## src/inc/selftest_sensor_pkg.sv

```systemverilog
// Constants for the self-test and sensing control bank.
// Assumes a 200 MHz system clock and an AHB-Lite register port.
package selftest_sensor_pkg;
    // Register indices; the byte address is four times the index.
    localparam logic [7:0] IDX_PARITY_INJ = 8'h13;
    localparam logic [7:0] IDX_SELFTEST_CTRL = 8'h14;
    localparam logic [7:0] IDX_VGAIN = 8'h15;
    localparam logic [7:0] IDX_RSVD_16 = 8'h16;
    localparam logic [7:0] IDX_SENSE_CTRL0 = 8'h17;
    localparam logic [7:0] IDX_SENSE_CTRL1 = 8'h18;
    // Field positions.
    localparam int TRIGGER_BIT = 7;
    localparam int LOCAL_EN_BIT = 3;
    localparam int FAR_EN_BIT = 0;
    localparam int GAIN_EN_BIT = 7;
    // Reset values.
    localparam logic [6:0] RST_INJECT_COUNT = 7'h00;
    localparam logic [3:0] RST_INJECT_ENABLE = 4'h0;
    localparam logic [1:0] RST_CLOCK_SELECT = 2'h0;
    localparam logic [6:0] RST_GAIN_DIVISOR = 7'h20;
    localparam logic [7:0] RST_RSVD_16 = 8'h18;
    localparam logic [3:0] RST_CTRL0_UPPER = 4'h3;
    localparam logic [1:0] RST_SENSOR_ENABLE = 2'h3;
    localparam logic [1:0] RST_PIN_SELECT = 2'h0;
    localparam logic RST_GAIN_ENABLE = 1'b1;
    localparam logic [6:0] RST_CTRL1_LOWER = 7'h00;
    // Gain numerator: gain = GAIN_NUMERATOR / divisor.
    localparam logic [7:0] GAIN_NUMERATOR = 8'h80;
    // Self-test clock source encodings.
    localparam logic [1:0] CLK_SRC_SYSTEM = 2'h0;
    localparam logic [1:0] CLK_SRC_50M = 2'h1;
    localparam logic [1:0] CLK_SRC_25M = 2'h2;
    // Injector states.
    typedef enum logic [1:0] {
        INJ_IDLE = 2'b01,
        INJ_RUN = 2'b10
    } inject_state_t;
endpackage

```

## src/selftest_sensor_ctrl.sv

```systemverilog
// Self-test and sensing control register bank with a parity-error injector.
// Assumes one AHB-Lite master on clk_sys and a serializer that takes one error per pulse.
//
// The AHB-Lite interface to the registers was decided locally.
`timescale 1ns/1ps
module selftest_sensor_ctrl
    import selftest_sensor_pkg::*;
(
    // Clock and reset.
    input wire logic clk_sys,
    input wire logic reset,
    // AHB-Lite slave port.
    input wire logic hsel,
    input wire logic [31:0] haddr,
    input wire logic [1:0] htrans,
    input wire logic hwrite,
    input wire logic [2:0] hsize,
    input wire logic [31:0] hwdata,
    input wire logic hready,
    output logic [31:0] hrdata,
    output logic hreadyout,
    output logic hresp,
    // Self-test controls toward the serializer core.
    output logic parity_error_pulse,
    output logic selftest_mode,
    output logic far_selftest_enable,
    output logic [1:0] selftest_clock_select,
    // Sensing controls toward the analog sensors.
    output logic [6:0] voltage_gain_divisor,
    output logic sensor_gain_enable,
    output logic temp_sensor_on,
    output logic volt_sensor_on,
    output logic [1:0] pin_sense_enable
);
    import selftest_sensor_pkg::*;

    // Register state.
    logic trigger_q, trigger_d;
    logic [6:0] inj_count_q, inj_count_d;
    logic [3:0] inj_enable_q, inj_enable_d;
    logic local_en_q, local_en_d;
    logic [1:0] clk_sel_q, clk_sel_d;
    logic far_en_q, far_en_d;
    logic [6:0] gain_div_q, gain_div_d;
    logic [7:0] rsvd16_q, rsvd16_d;
    logic [3:0] ctrl0_up_q, ctrl0_up_d;
    logic [1:0] sens_en_q, sens_en_d;
    logic [1:0] pin_sel_q, pin_sel_d;
    logic gain_en_q, gain_en_d;
    logic [6:0] ctrl1_lo_q, ctrl1_lo_d;
    // Bus data-phase state.
    logic wr_pend_q, wr_pend_d;
    logic [7:0] wr_idx_q, wr_idx_d;
    logic [31:0] rdata_q, rdata_d;
    // Injector state.
    inject_state_t inj_state_q, inj_state_d;
    logic [6:0] remaining_q, remaining_d;
    logic pulse_q, pulse_d;
    logic mode_q, mode_d;

    logic addr_phase;
    logic [7:0] addr_idx;
    logic trigger_write;
    logic mode_entry;
    logic inject_done;
    logic run_start;

    // Address phase is accepted only for a selected NONSEQ or SEQ transfer (htrans[1] set) with hready high; hsize is not checked.
    assign addr_phase = hsel && hready && htrans[1];
    assign addr_idx = haddr[9:2];

    // Read mux over the next values, so a read right behind a write to the same
    // register already sees the written data; unmapped and upper bits read as zero.
    function automatic logic [31:0] read_reg(input logic [7:0] idx);
        logic [7:0] v;
        v = 8'h00;
        unique case (idx)
            IDX_PARITY_INJ: v = {trigger_d, inj_count_d};
            IDX_SELFTEST_CTRL: v = {inj_enable_d, local_en_d, clk_sel_d, far_en_d};
            IDX_VGAIN: v = {1'b0, gain_div_d};
            IDX_RSVD_16: v = rsvd16_d;
            IDX_SENSE_CTRL0: v = {ctrl0_up_d, sens_en_d, pin_sel_d};
            IDX_SENSE_CTRL1: v = {gain_en_d, ctrl1_lo_d};
            default: v = 8'h00;
        endcase
        return {24'h000000, v};
    endfunction

    // Bus phase tracking: a write lands one cycle after its address phase.
    always_comb
    begin
        wr_pend_d = addr_phase && hwrite;
        wr_idx_d = addr_phase ? addr_idx : wr_idx_q;
        rdata_d = (addr_phase && !hwrite) ? read_reg(addr_idx) : 32'h00000000;
    end

    assign trigger_write = wr_pend_q && (wr_idx_q == IDX_PARITY_INJ) && hwdata[TRIGGER_BIT];
    assign mode_entry = local_en_q && !mode_q;
    assign inject_done = (inj_state_q == INJ_RUN) && (remaining_q <= 7'h01);
    // A trigger that will launch a run stays set until the run has finished.
    assign run_start = trigger_q && inj_enable_q != 4'h0 && inj_count_q != 7'h00;

    // Register writes; the trigger set by software or entry outranks its own clear.
    always_comb
    begin
        trigger_d = trigger_q;
        inj_count_d = inj_count_q;
        inj_enable_d = inj_enable_q;
        local_en_d = local_en_q;
        clk_sel_d = clk_sel_q;
        far_en_d = far_en_q;
        gain_div_d = gain_div_q;
        rsvd16_d = rsvd16_q;
        ctrl0_up_d = ctrl0_up_q;
        sens_en_d = sens_en_q;
        pin_sel_d = pin_sel_q;
        gain_en_d = gain_en_q;
        ctrl1_lo_d = ctrl1_lo_q;
        if (inject_done || (inj_state_q == INJ_IDLE && trigger_q && !run_start))
        begin
            trigger_d = 1'b0;
        end
        if (wr_pend_q)
        begin
            unique case (wr_idx_q)
                IDX_PARITY_INJ: inj_count_d = hwdata[6:0];
                IDX_SELFTEST_CTRL:
                begin
                    inj_enable_d = hwdata[7:4];
                    local_en_d = hwdata[LOCAL_EN_BIT];
                    clk_sel_d = hwdata[2:1];
                    far_en_d = hwdata[FAR_EN_BIT];
                end
                IDX_VGAIN: gain_div_d = hwdata[6:0];
                IDX_RSVD_16: rsvd16_d = hwdata[7:0];
                IDX_SENSE_CTRL0:
                begin
                    ctrl0_up_d = hwdata[7:4];
                    sens_en_d = hwdata[3:2];
                    pin_sel_d = hwdata[1:0];
                end
                IDX_SENSE_CTRL1:
                begin
                    gain_en_d = hwdata[GAIN_EN_BIT];
                    ctrl1_lo_d = hwdata[6:0];
                end
                default: trigger_d = trigger_d;
            endcase
        end
        if (trigger_write || (mode_entry && inj_enable_q != 4'h0))
        begin
            trigger_d = 1'b1;
        end
    end

    // Injector: one pulse per cycle until the loaded count is spent.
    // A zero count or a zero enable field lets the trigger drop without pulses.
    always_comb
    begin
        inj_state_d = inj_state_q;
        remaining_d = remaining_q;
        pulse_d = 1'b0;
        mode_d = local_en_q;
        unique case (inj_state_q)
            INJ_IDLE:
            begin
                if (trigger_q && inj_enable_q != 4'h0 && inj_count_q != 7'h00)
                begin
                    inj_state_d = INJ_RUN;
                    remaining_d = inj_count_q;
                end
            end
            INJ_RUN:
            begin
                pulse_d = 1'b1;
                remaining_d = remaining_q - 7'h01;
                if (remaining_q <= 7'h01)
                begin
                    inj_state_d = INJ_IDLE;
                end
            end
        endcase
    end

    // All state registers.
    always_ff @(posedge clk_sys)
    begin
        if (reset)
        begin
            trigger_q <= 1'b0;
            inj_count_q <= RST_INJECT_COUNT;
            inj_enable_q <= RST_INJECT_ENABLE;
            local_en_q <= 1'b0;
            clk_sel_q <= RST_CLOCK_SELECT;
            far_en_q <= 1'b0;
            gain_div_q <= RST_GAIN_DIVISOR;
            rsvd16_q <= RST_RSVD_16;
            ctrl0_up_q <= RST_CTRL0_UPPER;
            sens_en_q <= RST_SENSOR_ENABLE;
            pin_sel_q <= RST_PIN_SELECT;
            gain_en_q <= RST_GAIN_ENABLE;
            ctrl1_lo_q <= RST_CTRL1_LOWER;
            wr_pend_q <= 1'b0;
            wr_idx_q <= 8'h00;
            rdata_q <= 32'h00000000;
            inj_state_q <= INJ_IDLE;
            remaining_q <= 7'h00;
            pulse_q <= 1'b0;
            mode_q <= 1'b0;
        end
        else
        begin
            trigger_q <= trigger_d;
            inj_count_q <= inj_count_d;
            inj_enable_q <= inj_enable_d;
            local_en_q <= local_en_d;
            clk_sel_q <= clk_sel_d;
            far_en_q <= far_en_d;
            gain_div_q <= gain_div_d;
            rsvd16_q <= rsvd16_d;
            ctrl0_up_q <= ctrl0_up_d;
            sens_en_q <= sens_en_d;
            pin_sel_q <= pin_sel_d;
            gain_en_q <= gain_en_d;
            ctrl1_lo_q <= ctrl1_lo_d;
            wr_pend_q <= wr_pend_d;
            wr_idx_q <= wr_idx_d;
            rdata_q <= rdata_d;
            inj_state_q <= inj_state_d;
            remaining_q <= remaining_d;
            pulse_q <= pulse_d;
            mode_q <= mode_d;
        end
    end

    // Outputs are flops except hreadyout and hresp, which are constants; the bank never waits and never errors.
    assign hrdata = rdata_q;
    assign hreadyout = 1'b1;
    assign hresp = 1'b0;
    assign parity_error_pulse = pulse_q;
    assign selftest_mode = mode_q;
    assign far_selftest_enable = far_en_q;
    assign selftest_clock_select = clk_sel_q;
    assign voltage_gain_divisor = gain_div_q;
    assign sensor_gain_enable = gain_en_q;
    assign temp_sensor_on = sens_en_q[1];
    assign volt_sensor_on = sens_en_q[0];
    assign pin_sense_enable = pin_sel_q;
endmodule

```

## config.mk

```make
export PLATFORM = sky130hd
export DESIGN_NAME = selftest_sensor_ctrl
export DESIGN_NICKNAME = d
export VERILOG_FILES = /design/src/inc/selftest_sensor_pkg.sv /design/src/selftest_sensor_ctrl.sv
export SDC_FILE = /design/constraint.sdc
export NUM_CORES = 1
export LEC_CHECK = 0
export BUFFER_PORTS_ARGS = -buffer_cell sky130_fd_sc_hd__buf_4
export CAP_MARGIN = 10
export CORE_UTILIZATION = 45
export DETAILED_ROUTE_END_ITERATION = 12
export PLACE_DENSITY = 0.75
export SLEW_MARGIN = 30
export SYNTH_ARGS = -nofsm -noshare
export SYNTH_HDL_FRONTEND = slang
export SYNTH_SLANG_ARGS = --single-unit
```

## constraint.sdc

```tcl
create_clock -name clk_sys -period 2.3 [get_ports clk_sys]
set_clock_uncertainty 0.15 [all_clocks]
set_input_delay 0.115 -clock clk_sys [delete_from_list [all_inputs] [get_ports clk_sys]]
set_output_delay 0.115 -clock clk_sys [all_outputs]
set_load 0.05 [all_outputs]
```

== Word level (Yosys, flattened, before mapping) ==
Cells that the tools add are included.

* Bits in registers: 99
* Output and inout bits: 51
* Word-level logic and storage cells: 95

* $add $sub $neg: 1
* $lt $le $gt $ge: 1
* Equal/unequal tests: 16
* Mux-type cells: 33
* Bitwise gates (word level): 1
* Reductions and logical operators: 22

{| class="wikitable"
|+ Operators by type and width
! kind !! number
|-
| $eq 8x5->1 const B || 12
|-
| $mux 7 || 7
|-
| $pmux 8 s6 || 1
|-
| $mux 2 || 8
|-
| $mux 4 || 4
|-
| $mux 8 || 2
|-
| $pmux 7 s2 || 1
|-
| $logic_and 1x1->1 || 13
|-
| $mux 1 || 9
|-
| $le 7x1->1 const B || 1
|-
| $reduce_bool 7->1 || 1
|-
| $sub 7x1->7 const B || 1
|-
| $pmux 2 s2 || 1
|-
| $reduce_bool 4->1 || 1
|-
| $logic_not 1->1 || 3
|-
| $eq 2x1->1 const B || 1
|-
| $eq 2x2->1 const B || 1
|-
| $logic_or 1x1->1 || 2
|-
| $ne 2x1->1 const B || 1
|-
| $ne 2x2->1 const B || 1
|-
| $reduce_and 2->1 || 1
|-
| $reduce_or 2->1 || 1
|-
| $not 1->1 || 1
|}

== Logic depth before layout (Yosys ltp) ==
Gate-level depths: netlist of run 1.

* Depth in word-level cells: 9
* Gate-level depth with buffers: 7
* Mapped depth without buffers: 7

== Worst setup path after synthesis of run 1 ==
OpenSTA, ideal clock, no wires.

* Kind: reg2reg
* Start: register wr_idx_q[5]
* End: register rdata_q[4], in the netlist hrdata[4]
* Arrival time: 2.064 ns
* Required time: 2.030 ns
* Setup slack: -0.034 ns
* Cell stages (with the launch flop): 7
* Path buffers: 1
* Path through: dfxtp_1 -> or4b_4 -> or4_4 -> buf_6 -> mux2i_4 -> o22ai_1 -> o31a_1

* Word-level cells in the longest chain between the ends: 4

{| class="wikitable"
|+ Ends and longest elaborated chain
! item !! line !! source
|-
| start, declared || selftest_sensor_ctrl.sv:53 || <nowiki>logic [7:0] wr_idx_q, wr_idx_d;</nowiki>
|-
| start signal, assigned || selftest_sensor_ctrl.sv:227 || <nowiki>wr_idx_q <= wr_idx_d;</nowiki>
|-
| $eq 8x5->1 || selftest_sensor_ctrl.sv:125 || <nowiki>unique case (wr_idx_q)</nowiki>
|-
| $mux 7, or another cell as far along || selftest_sensor_ctrl.sv:125 ||
|-
| $mux 7, or another cell as far along || selftest_sensor_ctrl.sv:123 || <nowiki>if (wr_pend_q)</nowiki>
|-
| $pmux 8 s6 (*) || selftest_sensor_ctrl.sv:77 || <nowiki>unique case (idx)</nowiki>
|-
| end signal, assigned || selftest_sensor_ctrl.sv:228 || <nowiki>rdata_q <= rdata_d;</nowiki>
|-
| end, declared || selftest_sensor_ctrl.sv:54 || <nowiki>logic [31:0] rdata_q, rdata_d;</nowiki>
|}

Mark *: on every way between the ends. The rest lies on a longest branch, timed or not.
A chain may end at the register's enable or synchronous reset.

== Worst setup path after layout of run 1 ==
* Start: register wr_idx_q[6]
* End: register rdata_q[6], in the netlist hrdata[6]

Same word-level chain as after synthesis.

==> flow_summary.yaml, run 1 <==
sta:
  tightest_slew_ps: 650.1
  slew_headroom_pct: 56.66
  fmax_mhz: 425.0
  setup_viol: 6
  hold_violations: 0
  rsz0062_at_grt: "true"
  min_period_over_period_pct: 102.3
  slew_violations: 0
  finalCriticalPeriod_ps: 2353
  fin_ws_ps: -52.81
  setup_tns_ps: -163.6
critical_path:
  crit_path_cell_trace: "or4b_4 -> or4_4 -> mux2i_2 -> o22ai_2 -> o31a_1"
  cp_num_cells: 5
  ff2ff_path_depth: 5
  r2r_start: "wr_idx_q[6]$_SDFFE_PP0P_"
  worstPathRequired_ps: 2400
  startpoint: "wr_idx_q[6]$_SDFFE_PP0P_"
  r2r_end: "hrdata[6]$_SDFF_PP0_"
  cp_top_family: "simple AND/OR/NAND/NOR gates"
  cpPeakStageDelay_ps: 590
  worstPathMaxFanout: 8
  arrival_ps: 2450
  path_class: "reg2reg"
  reg2reg_slack_ps: -50
  critPathLaunchType: "flip-flop"
  cpMaxStageDelayCell: "or4b_4"
  cp-end-kind: "flip-flop"
  crit_end: "hrdata[6]$_SDFF_PP0_"
  critPathBufInv: 0
cells_and_area:
  fillCellCount: 641
  drive_above_1_share_pct: 23.09
  num_antenna_cells: 0
  synthToLayoutAreaGrowth_pct: 28.18
  fin_cells: 558
  multi_input_area_mm2: 0.001767
  layout.area.seq_mm2: 0.001503
  fin_nets: 530
  final_cell_area_mm2: 0.004388
grt:
  grt_first_pass_wirelength_um: 12960
  track_usage_pct: 22.00
  gr-total-overflow: 0
  grt_pass1_vias: 2690
  antenna_found_initial: 0
  grt_start_max_net_pins: 67
logic_synthesis:
  synth_ff_type: "dfxtp_1"
  ys_seq_area_share_pct: 43.86
  syn_avg_cell_area_um2: 9.277
  syn_area_mm2: 0.003423
  synth_async_sr_flop_share_pct: 0
  ys_warn_count: 0
  synth_seq_cells: 75
  synth_cell_types: 48
  synth_edf_count: 0
  synth_top_area_cell: "dfxtp_1"
  yosysTopAreaCellShare_pct: 43.86
  synth_cells: 369
  yosys-top-cells-area: "dfxtp_1, mux2i_1, buf_4, nor2_1, o22ai_1"
routing:
  drt_iter0_markers: 211
  antenna_left: 0
  drc: 0
  wl_per_cell_um: 14.66
  drt-vias-per-instance: 5.244
  drtPass1Iterations: 5
  vias: 2926
  wirelength_um: 8179
clock_tree:
  insertion_delay_ps: 360
  cts_tree: "built"
  cts_root_buffer: "clkbuf_8"
  numCtsBuffers: 9
  clk_pin_slew_ps: 80
  h-tree-depth: 3
  ctsLongestPathBuffers: 2
  cts.sinks: 75
power:
  power_mw: 2.660
  swShare_pct: 27.19
  p_int_mw: 1.937
  power.switching_mw: 0.7232
  powerDensity_mw_per_mm2: 606.2
  vdd_drop_max_v: 0.0005336
  p_seq_share_pct: 49.8
  p_clk_share_pct: 40.0
  p_leak_nw: 1.854
  combPwrFrac_pct: 10.2
floorplan:
  io_pins: 125
  die_height_um: 89.22
  num_rows: 31
  start_util_pct: 46.95
  dieArea_mm2: 0.007960
  die_w_um: 89.22
  core-area_mm2: 0.007292
job:
  drv_cap: 0
placed_design:
  port_buffers: 46
  gp_congestion: 0.8271
  dp_hpwl_um: 5374
  dpl_cell_area_mm2: 0.003905
  pre_cts_slack_ps: -63.18
  dpl.cell_count: 520
min_path:
  hold_class: "in2reg"
status:
  violations: "negative setup slack"
  status: "finished, violations left"
==> synthesized netlist by cell type, types with 2 or more instances <==
cell type and instances:
or3_1 6, nor2_1 50, buf_6 2, inv_1 7, conb_1 2, o22a_1 2
a211oi_1 2, or4b_2 2, nand4b_1 3, o21a_1 2, o21ai_0 9, nand2_1 27
nand2b_1 10, clkbuf_1 10, o31a_1 7, ha_1 2, nor3b_1 4, mux2i_1 45
o22ai_1 21, nand3_1 3, nand4_1 3, nor2b_1 3, nand3b_1 2, or4_1 2
dfxtp_1 75, buf_4 28, nor3_1 2, a21oi_1 16, nor4b_1 3
==> routing by layer <==
metal | track usage (%) | part of all wire, % | up-vias
li1 | - | - | 1420
met1 | 26.68 | 42 | 1386
met2 | 36.36 | 50 | 97
met3 | 5.910 | 5.0 | 23
met5 | 0 | 0 | -
met4 | 10.39 | 2.8 | 0
==> flip-flops by register name, indices dropped and copies added (netlist names), 2 cells and up <==
| name | flops |
|---|---|
| voltage_gain_divisor | 7 |
| wr_idx_q | 8 |
| selftest_clock_select | 2 |
| sens_en_q | 2 |
| inj_enable_q | 4 |
| hrdata | 8 |
| ctrl0_up_q | 4 |
| rsvd16_q | 8 |
| inj_state_q | 2 |
| pin_sense_enable | 2 |
| ctrl1_lo_q | 7 |
| remaining_q | 7 |
| inj_count_q | 7 |
==> cells in the final DEF (no fill, tap or decap), types with 3 or more instances in the layout <==
cell	count
nor3b_1	3
clkbuf_8	10
dlygate4sd3_1	19
nand3_1	3
or3_1	6
mux2i_1	41
mux2i_2	3
inv_1	7
nand4b_1	3
nor2b_1	3
o21ai_0	9
o22ai_1	19
buf_4	69
nand2b_1	10
nand4_1	3
nor2_1	50
nand2_1	27
a21oi_1	16
dfxtp_1	74
conb_1	26
o31a_1	7
==> how the worst min path moves through the flow <==
stage / from / end / slack, ps / cells past startpoint
CTS: hwdata[6] / ctrl0_up_q[2]$_SDFF_PP0_ / -80 / 3
floorplan: reset / inj_state_q[0]$_SDFFE_PP1P_ / 90 / 1
finish: hready / wr_pend_q$_SDFF_PP0_ / 50 / 4
global route: hready / wr_pend_q$_SDFF_PP0_ / 80 / 4
detailed placement: haddr[8] / wr_idx_q[6]$_SDFFE_PP0P_ / 240 / 3
global placement: haddr[8] / wr_idx_q[6]$_SDFFE_PP0P_ / 240 / 3
==> worst register-to-register path: stages (launching register included) <==
cell and delay [ps]:
dfxtp_2 330, or4b_4 590, or4_4 560, mux2i_2 260, o22ai_2 120, o31a_1 240
==> logic make-up after synthesis <==
family | share of synthesized area (%)
simple gates | 19.63
buf+inv | 8.809
compound gates | 12.94
other cells | 0.2194
fa+ha+maj | 0.7309
flops | 43.86
mux | 13.82
==> through the flow <==
stage          hold WS (ps)  utilization (%)
2_1_floorplan         89.27                -
3_3_place_gp          236.0            53.55
3_5_place_dp          238.6            53.55
4_1_cts              -77.01            59.32
5_1_grt               80.38            60.18
6_report              54.46            60.18
==> final cells by class <==
class	count	area share [%]
multi-input cells	270	40.26
flip-flops and latches	75	34.25
repair buffers	91	17.31
clock buffers	10	3.137
well taps	99	2.823
clock inverters	6	1.625
inverters	7	0.5988
==> power by group through the flow <==
stage | Sequential, mW | Combinational (mW) | Clock [mW]
final | 1.32 | 0.272 | 1.06
after detailed placement | 1.36 | 0.243 | 0
after CTS | 1.32 | 0.265 | 1.08
after floorplan | 1.35 | 0.210 | 0
after global placement | 1.35 | 0.240 | 0
after global routing | 1.33 | 0.295 | 1.14
==> repair_timing <==
action                                 4_1_cts  5_1_grt
resized for setup                            4        8
setup buffers                                2        1
endpoints found under the hold margin       51        3
pin swaps                                    3        0
setup endpoints to repair                    7       10
gates cloned                                 0        0
hold buffers                                18        1
No activity file was read; power rests on OpenSTA's default activity.
==> inputs of run 2 (changes only) <==
- ABC_AREA: unset -> 1
- CAP_MARGIN: 10 -> 40
- CORE_UTILIZATION: 45 -> 47
- PLACE_DENSITY: 0.75 -> unset
- PLACE_DENSITY_LB_ADDON: unset -> 0.12
==> run 2 against run 1 <==
Effect of this change: non-clock buffer count shrank 31; hold slack improved by 8.5 ps; via count increased by 32%; sequential share of layout area fell by 2.4 points; register-to-register slack gained 380 ps; synthesized area up 19%; worst setup slack improved by 340 ps; the run now ends clean; combinational power up 17%; sequential power about the same; fmax increased by 17%.
==> flow_summary.yaml, run 2 <==
grt:
  antenna_found_initial: 0
  gr-usage-met3_pct: 4.911
  use_met1_pct: 31.72
  gr-total-overflow: 0
  grt_start_max_net_pins: 48
  grt_pass1_vias: 3420
  met2_usage_pct: 38.55
  grt_busiest_layer: "met2"
  grt_first_pass_wirelength_um: 16450
  track_usage_pct: 23.92
cells_and_area:
  multi_input_area_mm2: 0.002047
  num_antenna_cells: 0
  drive_above_1_share_pct: 14.48
  fin_nets: 734
  final_common_cell: "nand2_1"
  fin_util_pct: 56.81
  synthToLayoutAreaGrowth_pct: 16.12
  layout_common_cells: "nand2_1, inv_1, dfxtp_1"
  fillCellCount: 815
  layout.area.seq_mm2: 0.001501
floorplan:
  die_height_um: 94.95
  die_w_um: 94.95
  core-area_mm2: 0.008299
  io_pins: 125
  dieArea_mm2: 0.009015
  num_rows: 33
  start_util_pct: 48.92
power:
  vdd_drop_max_v: 0.0003799
  p_leak_nw: 2.275
  power_mw: 2.827
  powerDensity_mw_per_mm2: 599.6
clock_tree:
  h-tree-depth: 3
  numCtsBuffers: 9
  clk_pin_slew_ps: 80
  cts_root_buffer: "clkbuf_8"
  cts.sinks: 75
  insertion_delay_ps: 350
  ctsLongestPathBuffers: 2
  cts_tree: "built"
critical_path:
  path_class: "in2reg"
  cpPeakStageDelay_ps: 550
  crit_path_cell_trace: "dlygate4sd3_1 -> buf_4 -> nor2_1 -> nand3b_4 -> nor2_4 -> nor3_1 -> nand2_1 -> nand2_1 -> a21oi_1"
  critPathLaunchType: "input port"
  cpMaxStageDelayCell: "dlygate4sd3_1"
  arrival_ps: 2130
  cp-end-kind: "flip-flop"
  worstPathRequired_ps: 2420
  critical_path.most_common_cell: "nand2_1"
  worstPathMaxFanout: 9
logic_synthesis:
  synth_top_area_cell: "dfxtp_1"
  synth_ff_type: "dfxtp_1"
  yosysTopAreaCellShare_pct: 36.98
  synth.most_common_cell: "nand2_1"
  synth_edf_count: 0
  synth_seq_cells: 75
  synth_async_sr_flop_share_pct: 0
  yosys-top-cells-area: "dfxtp_1, nand2_1, inv_1, nand3_1, nand4_1"
  syn_avg_cell_area_um2: 6.722
  synth_cell_types: 30
  ys_seq_area_share_pct: 36.98
  synth_cells: 604
  synth_commonest_cells: "nand2_1, inv_1, dfxtp_1"
  ys_warn_count: 0
  syn_area_mm2: 0.004060
sta:
  slew_headroom_pct: 58.49
  finalCriticalPeriod_ps: 2013
  setup_tns_ps: 0
  setup_viol: 0
  min_period_over_period_pct: 87.53
  whs_ps: 62.95
  fmax_mhz: 496.7
  rsz0062_at_grt: "false"
  hold_violations: 0
  slew_violations: 0
  tightest_slew_ps: 621.9
routing:
  wl_per_cell_um: 13.11
  wirelength_um: 10070
  drc: 0
  drt_iter0_markers: 274
  antenna_left: 0
  drt-vias-per-instance: 5.029
  drtPass1Iterations: 5
  vias: 3862
placed_design:
  gp_congestion: 0.8470
  port_buffers: 46
  dp_hpwl_um: 7281
status:
  status: "complete, no violations"
min_path:
  hold_class: "in2reg"
job:
  drv_cap: 0
==> run 2: cells by family after synthesis <==
kind of cell	after synthesis	share of synthesized area (%)
other	2	0.1850
AND/OR/NAND/NOR	355	41.82
adder cells (fa/ha/maj)	2	0.6162
flip-flops	75	36.98
buffers and inverters	128	14.82
AO/OA/AOI/OAI	42	5.578
==> run 2: repair_timing <==
action	CTS	global route
endpoints found under the hold margin	9	0
hold buffers	9	0
setup buffers	0	0
resized for setup	0	0
==> run 2: final timing paths <==
kind                                          startpoint                       end  slack [ps]  cells past startpoint
worst min-delay path                              hready      wr_pend_q$_SDFF_PP0_          60                      4
worst min register to register  wr_idx_q[4]$_SDFFE_PP0P_  wr_idx_q[4]$_SDFFE_PP0P_         300                      2
worst max-delay path                            haddr[9]      hrdata[6]$_SDFF_PP0_         290                      9
worst max register to register  wr_idx_q[1]$_SDFFE_PP0P_      hrdata[6]$_SDFF_PP0_         330                     10
==> run 2: area by class of cell <==
type	instances	area share (%)
multi-input cells	425	43.42
flip-flops and latches	75	31.85
repair buffers	60	10.03
inverters	87	6.927
clock buffers	11	3.211
well taps	105	2.787
clock inverters	5	1.778
==> run 2: where the power goes <==
part	switching (mW)	leakage (nW)	internal, mW
logic	0.241	1.56	0.0755
registers	0.0122	0.606	1.32
clock network	0.509	0.112	0.674
==> run 2: through the flow <==
stage / cell area, um^2 / worst slack, ps / instances
floorplan: 4150 / 776.6 / 628
global placement: 4389 / 373.0 / 743
finish: 4715 / 286.9 / 768
detailed placement: 4389 / 362.7 / 743
global route: 4715 / 145.7 / 768
CTS: 4715 / 340.5 / 768
==> run 2: worst max-delay path, delay by kind of cell <==
kind                   cells  cell delay (ps)
AOI/OAI and AO/OA          1              260
buffers and inverters      2              690
and+or+nand+nor            6             1070
==> run 2: per-layer routing <==
layer  vias up  wire length (um)
li1       1983                 -
met1      1754              4608
met2       115              4710
met3        10               612
met4         0               135
met5         -                 0
